$ cat src/logic/idr_pkg.sv
// package for the dma channel register block: offsets, field positions, reset values
// assumes an 8-bit isa i/o window with a 4-bit register offset
package idr_pkg;
	// ****************************************
	// register offsets
	// ****************************************
	localparam logic [3:0] IDR_CHAN0_CURRENT_ADDRESS = 4'h0;
	localparam logic [3:0] IDR_CHAN0_TRANSFER_COUNT = 4'h1;
	localparam logic [3:0] IDR_CHAN1_CURRENT_ADDRESS = 4'h2;
	localparam logic [3:0] IDR_CHAN1_TRANSFER_COUNT = 4'h3;
	localparam logic [3:0] IDR_CHAN2_CURRENT_ADDRESS = 4'h4;
	localparam logic [3:0] IDR_CHAN2_TRANSFER_COUNT = 4'h5;
	localparam logic [3:0] IDR_CHAN3_CURRENT_ADDRESS = 4'h6;
	localparam logic [3:0] IDR_CHAN3_TRANSFER_COUNT = 4'h7;
	localparam logic [3:0] IDR_CHANNEL_REQUEST_TC_STATUS = 4'h8;
	localparam logic [3:0] IDR_DMA_OPTION_CONTROL = 4'h8;
	localparam logic [3:0] IDR_BYTE_POINTER_CLEAR = 4'hC;
	// ****************************************
	// field positions and counts
	// ****************************************
	localparam int IDR_STAT_REQ_LSB = 4;
	localparam int IDR_STAT_TC_LSB = 0;
	localparam int IDR_ADDR_SELECT_BIT = 15;
	localparam int IDR_NUM_CHAN = 4;
	localparam int IDR_NUM_WORDS = 8;
	// ****************************************
	// reset values
	// ****************************************
	localparam logic [7:0] IDR_CMD_RESET = 8'h00;
	localparam logic [7:0] IDR_STAT_RESET = 8'h00;
	localparam logic [15:0] IDR_WORD_RESET = 16'h0000;
	localparam logic IDR_PTR_RESET = 1'b0;

	// command byte, msb first
	typedef struct packed {
		logic ack_polarity;
		logic request_polarity;
		logic extended_write;
		logic rotating_priority;
		logic compressed_timing;
		logic controller_disable;
		logic chan0_address_hold;
		logic memory_copy_enable;
	} idr_cmd_s;
endpackage

$ cat src/logic/idr_word_mem.sv
// small register file of sixteen-bit address and count words, written a byte at a time
// assumes the caller decodes the bus; read data come out one cycle after rd_en
`timescale 1ns/1ps
module idr_word_mem #(
	parameter int NUM_WORDS = idr_pkg::IDR_NUM_WORDS
) (
	input wire logic clk_sys,
	input wire logic rst,
	input wire logic wr_en,
	input wire logic rd_en,
	input wire logic [2:0] idx,
	input wire logic hi,
	input wire logic [7:0] wdata,
	output logic [7:0] rd_byte,
	output logic [NUM_WORDS*16-1:0] words_flat
);
	import idr_pkg::*;

	logic [15:0] word_r [NUM_WORDS];

	// ****************************************
	// storage, one word per entry
	// ****************************************
	genvar g;
	generate
		for (g = 0; g < NUM_WORDS; g++) begin : g_word
			always_ff @(posedge clk_sys) begin
				if (rst) begin
					word_r[g] <= IDR_WORD_RESET;
				end else if (wr_en && idx == 3'(g)) begin
					if (hi) begin
						word_r[g][15:8] <= wdata;
					end else begin
						word_r[g][7:0] <= wdata;
					end
				end
			end
			assign words_flat[g*16 +: 16] = word_r[g];
		end
	endgenerate

	// ****************************************
	// registered read port
	// ****************************************
	always_ff @(posedge clk_sys) begin
		if (rst) begin
			rd_byte <= 8'h00;
		end else if (rd_en) begin
			rd_byte <= hi ? word_r[idx][15:8] : word_r[idx][7:0];
		end
	end
endmodule // idr_word_mem

$ cat src/logic/idr_dma_regs.sv
// programming and status registers of a four-channel dma controller
// assumes an 8-bit i/o window synchronous to clk_sys and a transfer engine outside
// Contract
// - address registers reach low byte when pointer is 0, high when 1.
// - count registers reach low byte when pointer is 0, high when 1.
// - status bits 7..4 show pending requests of channels 3..0.
// - status bits 3..0 show terminal count reached on channels 3..0.
// - reading status through the i/o window clears the status bits.
// - same status bits also shown on a separate bus status output.
// - command bit 7 sets ack polarity, bit 6 request polarity; 1 is low.
// - command bit 1 set holds channel 0 address constant during transfers; here the bit is only stored and passed out on option_control.
// - internal byte pointer picks high or low byte of next access.
// - address bit 15 selects internal buffer (1) or external memory (0).
`timescale 1ns/1ps
module idr_dma_regs #(
	parameter int NUM_CHAN = idr_pkg::IDR_NUM_CHAN
) (
	input wire logic clk_sys,
	input wire logic rst,
	input wire logic [3:0] io_addr,
	input wire logic [7:0] io_wdata,
	input wire logic io_wr,
	input wire logic io_rd,
	output logic [7:0] io_rdata,
	output logic io_rvalid,
	input wire logic hlda,
	input wire logic [NUM_CHAN-1:0] dreq_pin,
	input wire logic [NUM_CHAN-1:0] ack_grant,
	input wire logic [NUM_CHAN-1:0] tc_event,
	output logic [NUM_CHAN-1:0] dack_pin,
	output logic [NUM_CHAN-1:0] request_active,
	output idr_pkg::idr_cmd_s option_control,
	output logic [7:0] bus_status,
	output logic [NUM_CHAN*16-1:0] chan_address,
	output logic [NUM_CHAN*16-1:0] chan_count,
	output logic [NUM_CHAN-1:0] internal_buffer_select
);
	import idr_pkg::*;

	logic ptr_r;
	logic [7:0] stat_r;
	logic [7:0] stat_rd_r;
	logic from_stat_r;
	logic from_mem_r;
	logic rvalid_r;
	idr_cmd_s cmd_r;
	logic [7:0] mem_byte;
	logic [IDR_NUM_WORDS*16-1:0] words_flat;
	logic wr_ok;
	logic word_hit;
	logic word_wr;
	logic word_rd;
	logic stat_rd;
	logic [7:0] stat_set;

	// ****************************************
	// decode
	// ****************************************
	// writes under hold acknowledge are dropped: the engine owns the words then
	assign wr_ok = io_wr && !hlda;
	assign word_hit = (io_addr[3] == 1'b0);
	assign word_wr = wr_ok && word_hit;
	assign word_rd = io_rd && !io_wr && word_hit;
	assign stat_rd = io_rd && !io_wr && io_addr == IDR_CHANNEL_REQUEST_TC_STATUS;

	// ****************************************
	// byte pointer
	// ****************************************
	always_ff @(posedge clk_sys) begin
		if (rst) begin
			ptr_r <= IDR_PTR_RESET;
		end else if (wr_ok && io_addr == IDR_BYTE_POINTER_CLEAR) begin
			ptr_r <= 1'b0;
		end else if (word_wr || word_rd) begin
			ptr_r <= ~ptr_r;
		end
	end

	// ****************************************
	// address and count words
	// ****************************************
	idr_word_mem #(
		.NUM_WORDS(IDR_NUM_WORDS)
	) u_mem (
		.clk_sys(clk_sys),
		.rst(rst),
		.wr_en(word_wr),
		.rd_en(word_rd),
		.idx(io_addr[2:0]),
		.hi(ptr_r),
		.wdata(io_wdata),
		.rd_byte(mem_byte),
		.words_flat(words_flat)
	);

	// ****************************************
	// command register
	// ****************************************
	always_ff @(posedge clk_sys) begin
		if (rst) begin
			cmd_r <= idr_cmd_s'(IDR_CMD_RESET);
		end else if (wr_ok && io_addr == IDR_DMA_OPTION_CONTROL) begin
			cmd_r <= idr_cmd_s'(io_wdata);
		end
	end
	assign option_control = cmd_r;

	// ****************************************
	// per-channel pins, status sources, word views
	// ****************************************
	genvar c;
	generate
		for (c = 0; c < NUM_CHAN; c++) begin : g_chan
			assign request_active[c] = dreq_pin[c] ^ cmd_r.request_polarity;
			assign dack_pin[c] = ack_grant[c] ^ cmd_r.ack_polarity;
			assign stat_set[IDR_STAT_REQ_LSB + c] = request_active[c];
			assign stat_set[IDR_STAT_TC_LSB + c] = tc_event[c];
			assign chan_address[c*16 +: 16] = words_flat[(2*c)*16 +: 16];
			assign chan_count[c*16 +: 16] = words_flat[(2*c+1)*16 +: 16];
			assign internal_buffer_select[c] =
				words_flat[(2*c)*16 + IDR_ADDR_SELECT_BIT];
		end
	endgenerate

	// ****************************************
	// status register
	// ****************************************
	// set wins over the read clear, so an event in the read cycle survives
	always_ff @(posedge clk_sys) begin
		if (rst) begin
			stat_r <= IDR_STAT_RESET;
		end else if (stat_rd) begin
			stat_r <= stat_set;
		end else begin
			stat_r <= stat_r | stat_set;
		end
	end
	assign bus_status = stat_r;

	// ****************************************
	// read return
	// ****************************************
	always_ff @(posedge clk_sys) begin
		if (rst) begin
			stat_rd_r <= IDR_STAT_RESET;
			from_stat_r <= 1'b0;
			from_mem_r <= 1'b0;
			rvalid_r <= 1'b0;
		end else begin
			if (stat_rd) begin
				stat_rd_r <= stat_r;
			end
			from_stat_r <= stat_rd;
			from_mem_r <= word_rd;
			rvalid_r <= io_rd && !io_wr;
		end
	end
	// unmapped or write-only offsets read as zero
	assign io_rdata = from_stat_r ? stat_rd_r : (from_mem_r ? mem_byte : 8'h00);
	assign io_rvalid = rvalid_r;

	// ****************************************
	// checks
	// ****************************************
	property p_low_byte;
		@(posedge clk_sys) disable iff (rst)
		(word_wr && !ptr_r) |=> words_flat[$past(io_addr[2:0])*16 +: 8] == $past(io_wdata);
	endproperty
	a_low_byte: assert property (p_low_byte) else $error("low byte not written");

	property p_high_byte;
		@(posedge clk_sys) disable iff (rst)
		(word_wr && ptr_r) |=> words_flat[$past(io_addr[2:0])*16 + 8 +: 8] == $past(io_wdata);
	endproperty
	a_high_byte: assert property (p_high_byte) else $error("high byte not written");

	property p_read_byte;
		@(posedge clk_sys) disable iff (rst)
		(word_rd && !wr_ok) |=> io_rvalid && io_rdata ==
			(($past(ptr_r)) ? words_flat[$past(io_addr[2:0])*16 + 8 +: 8]
			: words_flat[$past(io_addr[2:0])*16 +: 8]);
	endproperty
	a_read_byte: assert property (p_read_byte) else $error("wrong byte read");

	property p_ptr_toggle;
		@(posedge clk_sys) disable iff (rst)
		(word_wr || word_rd) |=> ptr_r != $past(ptr_r);
	endproperty
	a_ptr_toggle: assert property (p_ptr_toggle) else $error("pointer did not flip");

	property p_ptr_clear;
		@(posedge clk_sys) disable iff (rst)
		(wr_ok && io_addr == IDR_BYTE_POINTER_CLEAR) |=> !ptr_r;
	endproperty
	a_ptr_clear: assert property (p_ptr_clear) else $error("pointer not cleared");

	property p_stat_read;
		@(posedge clk_sys) disable iff (rst)
		stat_rd |=> io_rdata == $past(stat_r);
	endproperty
	a_stat_read: assert property (p_stat_read) else $error("status read wrong");

	property p_tc_sticky;
		@(posedge clk_sys) disable iff (rst)
		(tc_event[0] && !stat_rd) ##1 !stat_rd |=> stat_r[IDR_STAT_TC_LSB];
	endproperty
	a_tc_sticky: assert property (p_tc_sticky) else $error("terminal count lost");

	property p_stat_clear;
		@(posedge clk_sys) disable iff (rst)
		(stat_rd && stat_set == 8'h00) |=> stat_r == 8'h00;
	endproperty
	a_stat_clear: assert property (p_stat_clear) else $error("status not cleared");

	property p_hlda_block;
		@(posedge clk_sys) disable iff (rst)
		(io_wr && hlda) |=> $stable(words_flat) && $stable(cmd_r) && $stable(ptr_r);
	endproperty
	a_hlda_block: assert property (p_hlda_block) else $error("write under hold taken");

	property p_polarity;
		@(posedge clk_sys) disable iff (rst)
		(wr_ok && io_addr == IDR_DMA_OPTION_CONTROL) |=>
			dack_pin == (ack_grant ^ {NUM_CHAN{$past(io_wdata[7])}}) &&
			request_active == (dreq_pin ^ {NUM_CHAN{$past(io_wdata[6])}});
	endproperty
	a_polarity: assert property (p_polarity) else $error("polarity wrong");

	property p_hold;
		@(posedge clk_sys) disable iff (rst)
		(wr_ok && io_addr == IDR_DMA_OPTION_CONTROL) |=>
			option_control.chan0_address_hold == $past(io_wdata[1]) &&
			option_control.memory_copy_enable == $past(io_wdata[0]);
	endproperty
	a_hold: assert property (p_hold) else $error("command bits wrong");

	property p_select;
		@(posedge clk_sys) disable iff (rst)
		(word_wr && ptr_r && io_addr[2:0] == 3'h0) |=>
			internal_buffer_select[0] == $past(io_wdata[7]);
	endproperty
	a_select: assert property (p_select) else $error("buffer select wrong");

	property p_addr_write;
		@(posedge clk_sys) disable iff (rst)
		(word_wr && !io_addr[0]) |=>
			chan_address[$past(io_addr[2:1])*16 + ($past(ptr_r) ? 8 : 0) +: 8] ==
			$past(io_wdata);
	endproperty
	a_addr_write: assert property (p_addr_write) else $error("address byte not written");

	property p_count_write;
		@(posedge clk_sys) disable iff (rst)
		(word_wr && io_addr[0]) |=>
			chan_count[$past(io_addr[2:1])*16 + ($past(ptr_r) ? 8 : 0) +: 8] ==
			$past(io_wdata);
	endproperty
	a_count_write: assert property (p_count_write) else $error("count byte not written");

	property p_rvalid;
		@(posedge clk_sys) disable iff (rst)
		(io_rd && !io_wr) |=> io_rvalid;
	endproperty
	a_rvalid: assert property (p_rvalid) else $error("read not answered");

	property p_rvalid_idle;
		@(posedge clk_sys) disable iff (rst)
		!(io_rd && !io_wr) |=> !io_rvalid;
	endproperty
	a_rvalid_idle: assert property (p_rvalid_idle) else $error("answer without read");

	property p_req_status;
		@(posedge clk_sys) disable iff (rst)
		(request_active != '0) |=>
			(stat_r[IDR_STAT_REQ_LSB +: NUM_CHAN] & $past(request_active)) ==
			$past(request_active);
	endproperty
	a_req_status: assert property (p_req_status) else $error("request not recorded");

	property p_tc_status;
		@(posedge clk_sys) disable iff (rst)
		(tc_event != '0) |=>
			(stat_r[IDR_STAT_TC_LSB +: NUM_CHAN] & $past(tc_event)) == $past(tc_event);
	endproperty
	a_tc_status: assert property (p_tc_status) else $error("terminal count not recorded");

	property p_stat_keep;
		@(posedge clk_sys) disable iff (rst)
		!stat_rd |=> (stat_r & $past(stat_r)) == $past(stat_r);
	endproperty
	a_stat_keep: assert property (p_stat_keep) else $error("status lost without read");

	property p_bus_after_read;
		@(posedge clk_sys) disable iff (rst)
		stat_rd |=> bus_status == $past(stat_set);
	endproperty
	a_bus_after_read: assert property (p_bus_after_read) else $error("bus status wrong");

	property p_cmd_keep;
		@(posedge clk_sys) disable iff (rst)
		!(wr_ok && io_addr == IDR_DMA_OPTION_CONTROL) |=> $stable(cmd_r);
	endproperty
	a_cmd_keep: assert property (p_cmd_keep) else $error("command changed");

	property p_ptr_keep;
		@(posedge clk_sys) disable iff (rst)
		!(wr_ok && io_addr == IDR_BYTE_POINTER_CLEAR) && !word_wr && !word_rd |=> $stable(ptr_r);
	endproperty
	a_ptr_keep: assert property (p_ptr_keep) else $error("pointer moved");

	property p_word_keep;
		@(posedge clk_sys) disable iff (rst)
		!word_wr |=> $stable(words_flat);
	endproperty
	a_word_keep: assert property (p_word_keep) else $error("word changed without write");
endmodule // idr_dma_regs

$ cat config.mk
export PLATFORM = sky130hd
export DESIGN_NAME = idr_dma_regs
export DESIGN_NICKNAME = d
export VERILOG_FILES = /design/src/logic/idr_pkg.sv /design/src/logic/idr_word_mem.sv /design/src/logic/idr_dma_regs.sv
export SDC_FILE = /design/constraint.sdc
export NUM_CORES = 1
export LEC_CHECK = 0
export ABC_AREA = 1
export ABC_CLOCK_PERIOD_IN_PS = 2000
export BUFFER_PORTS_ARGS = -buffer_cell sky130_fd_sc_hd__buf_2
export CORE_MARGIN = 8
export CORE_UTILIZATION = 53
export DETAILED_ROUTE_END_ITERATION = 10
export PLACE_DENSITY_LB_ADDON = 0.08
export SLEW_MARGIN = 15
export SYNTH_ARGS = -nofsm -noshare
export SYNTH_HDL_FRONTEND = slang
export SYNTH_SLANG_ARGS = --single-unit
$ cat constraint.sdc
create_clock -name clk_sys -period 2 [get_ports clk_sys]
set_clock_uncertainty 0.05 [all_clocks]
set_input_delay 0.1 -clock clk_sys [delete_from_list [all_inputs] [get_ports clk_sys]]
set_output_delay 0.1 -clock clk_sys [all_outputs]
set_load 0.02 [all_outputs]
==> impl_metrics.json <==
{
  "post_cts_buffers": 0,
  "yosysTopAreaCell": "edfxtp_1",
  "ff_latch_area_sq_um": 4560,
  "routed_wl_microns": 23500,
  "end_kind": "flop",
  "period_share": 0.935,
  "ys_async_sr_fraction": 0,
  "report.final.slew_viol_count": 0,
  "port_buffers": 193,
  "core-area_sq_um": 14300,
  "setup_ws_ns": 0.129,
  "drcViolationCount": 0,
  "grt_pass1_vias": 6430,
  "viasPerCell": 5.35,
  "drv_cap": 0,
  "grt_overflow": 0,
  "setup_violations": 0,
  "power.density_nw_per_um2": 865,
  "synthesis.area_sq_um": 7610,
  "htreeDepth": 4,
  "hold_viol_final": 0,
  "cts_made_buffers": 17,
  "rows": 44,
  "die_x_microns": 136,
  "grt_max_degree": 55,
  "placed_area_sq_um": 8710,
  "ctsRootBufferMaster": "clkbuf_16",
  "synth_fp_nets": 887,
  "p_int_mw": 6.15,
  "p_leak_nw": 4.43,
  "ys_ff_latch": 164,
  "slew_headroom": 0.666,
  "first_iter_violations": 638,
  "post-place-ws_ns": 0.318,
  "required_ns": 2.26,
  "clk_latency_ns": 0.43,
  "multi_input_area_sq_um": 2620,
  "layoutNonFillerInstCount": 1253,
  "gp_congestion": 0.900,
  "layout.nets": 1085,
  "pin_count": 194,
  "fill_cells": 1205,
  "seqPwrFrac": 0.473,
  "clock-sinks": 164,
  "routedWlPerCell_microns": 18.8,
  "diodes": 0,
  "hp-class": "in -> reg",
  "synthTopCellsByArea": "edfxtp_1 (50%), nand2_1 (15%), dfxtp_1 (9.5%), nor2_1 (7.1%), nand3_1 (4.9%)",
  "grt_pass1_wl_microns": 35500,
  "power_mw": 8.22,
  "dp.cells": 1203,
  "syn_avg_cell_area_sq_um": 8.87,
  "cpLargestDelayFamily": "buffers and inverters",
  "worstSetupStartpointType": "input pin",
  "yosys.cell_count.top_type": "nand2_1",
  "power.share.clock": 0.413,
  "ys_types": 27,
  "dpl.hpwl_microns": 16500,
  "synthCells": 858,
  "start_util": 0.534,
  "setup_tns_ns": 0,
  "clk_path_buf_depth": 2,
  "final_layout_size_suffix_gt1_frac": 0.250,
  "synth_top_area_share": 0.505,
  "max_stage_delay_ns": 0.56,
  "p_comb_frac": 0.115,
  "path_clk_slew_ns": 0.06,
  "crit_type": "in -> reg",
  "cp_common_cell": "dlygate4sd3_1",
  "ys_warn_count": 0,
  "critPathSlowestCell": "dlygate4sd3_1",
  "crit_chain": "dlygate4sd3_1, buf_2, nand2_1, or2_2, a21oi_1, nor2_1, dlygate4sd3_1",
  "area_growth_pct": 24.9,
  "fmax_ghz": 0.535,
  "vias": 6701,
  "cp_max_fo": 25,
  "cp_num_buf_inv": 3,
  "synthTopCellsByCount": "nand2_1 (295), nor2_1 (143), edfxtp_1 (128)",
  "vdd_drop_max_uv": 631,
  "status": "completed",
  "antenna_found_initial": 0,
  "final.min_clock_period_ns": 1.87,
  "design_area_sq_um": 9510,
  "postRouteAntennaNets": 0,
  "grtUsageTotal": 0.255,
  "power_switching_mw": 2.07,
  "synth_edf_count": 128,
  "floorplan.die_area_sq_um": 18500,
  "rsz0062_at_grt": "no",
  "die_h_microns": 136,
  "cp.arrival_ns": 2.13,
  "cts_tree": "done",
  "synth_flop_cell": "edfxtp_1",
  "first_pass_iters": 5,
  "seq_area_frac_synth": 0.600,
  "tightest_slew_ns": 0.499,
  "swShare": 0.252
}
[final timing paths]
check | from | endpoint | slack (ns) | cells after the start
max | io_rd | bus_status[1] | 0.13 | 7
min | hlda | ptr_r | 0.08 | 5
max reg2reg | option_control[6] | bus_status[6] | 0.36 | 4
min reg2reg | stat_rd_r[7] | stat_rd_r[7] | 0.40 | 2
[layout by cell type (no fill, tap or decap), drive strengths merged]
master	count
nand2	296
buf	218
nor2	146
edfxtp	128
nand3	83
dfxtp	36
a21oi	26
inv	25
o21ai	24
dlygate4sd3	18
clkbuf	18
clkinv	18
xor2	8
o21a	8
nand4	4
bufinv	4
nor3	4
clkinvlp	2
nor4	1
or2	1
o31ai	1
[cell families (layout without fill, tap and decap cells)]
| family | after synthesis | after routing | share of synthesized area |
|---|---|---|---|
| AO/OA/AOI/OAI | 59 | 59 | 0.0417 |
| buffers and inverters | 92 | 303 | 0.0559 |
| XOR/XNOR | 8 | 8 | 0.00920 |
| flip-flops | 164 | 164 | 0.600 |
| AND/OR/NAND/NOR | 535 | 535 | 0.294 |
[routing by layer]
layer,up-vias,track usage,part of all wire
met4,0,0.104,0.027
met5,-,0,0
met2,299,0.426,0.50
met3,42,0.0576,0.081
li1,3199,-,-
met1,3161,0.314,0.39
[tightest hold or removal path: stages]
cell,delay (ns)
buf_2,0.09
nor2_2,0.06
inv_1,0.09
o31ai_1,0.07
a21oi_1,0.10
[state kept, by name, summed over array words and instances, names as in the netlist]
register and count:
u_mem.rd_byte 8, ptr_r 1, stat_rd_r 8, from_stat_r 1, from_mem_r 1, bus_status 8, option_control 8, io_rvalid 1
u_mem.word_r 128
[area by class of cell]
cell class / instances / area share
clock inverter: 14 / 0.0196
sequential: 164 / 0.480
multi-input combinational: 602 / 0.276
inverter: 35 / 0.0138
clock buffer: 18 / 0.0451
timing repair buffer: 236 / 0.142
tap: 184 / 0.0242
[power by group through the flow]
stage,Clock (mW),Combinational [mW],Sequential (mW)
after floorplan,0,0.416,4.09
after global placement,0,0.895,3.96
after detailed placement,0,0.901,3.96
after global routing,3.54,1.01,3.90
after CTS,3.40,0.935,3.89
final,3.40,0.942,3.89
[through the flow]
step           utilization  hold slack (ns)
2_1_floorplan            -            0.122
3_3_place_gp         0.611            0.258
3_5_place_dp         0.611            0.268
4_1_cts              0.667           0.0658
5_1_grt              0.667            0.111
6_report             0.667           0.0799
[what timing repair did]
action	4_1_cts	5_1_grt
hold endpoints to repair	10	0
endpoints found under the setup margin	0	6
gates resized for setup	0	1
hold buffers	18	0
No activity file was read; power rests on OpenSTA's default activity.
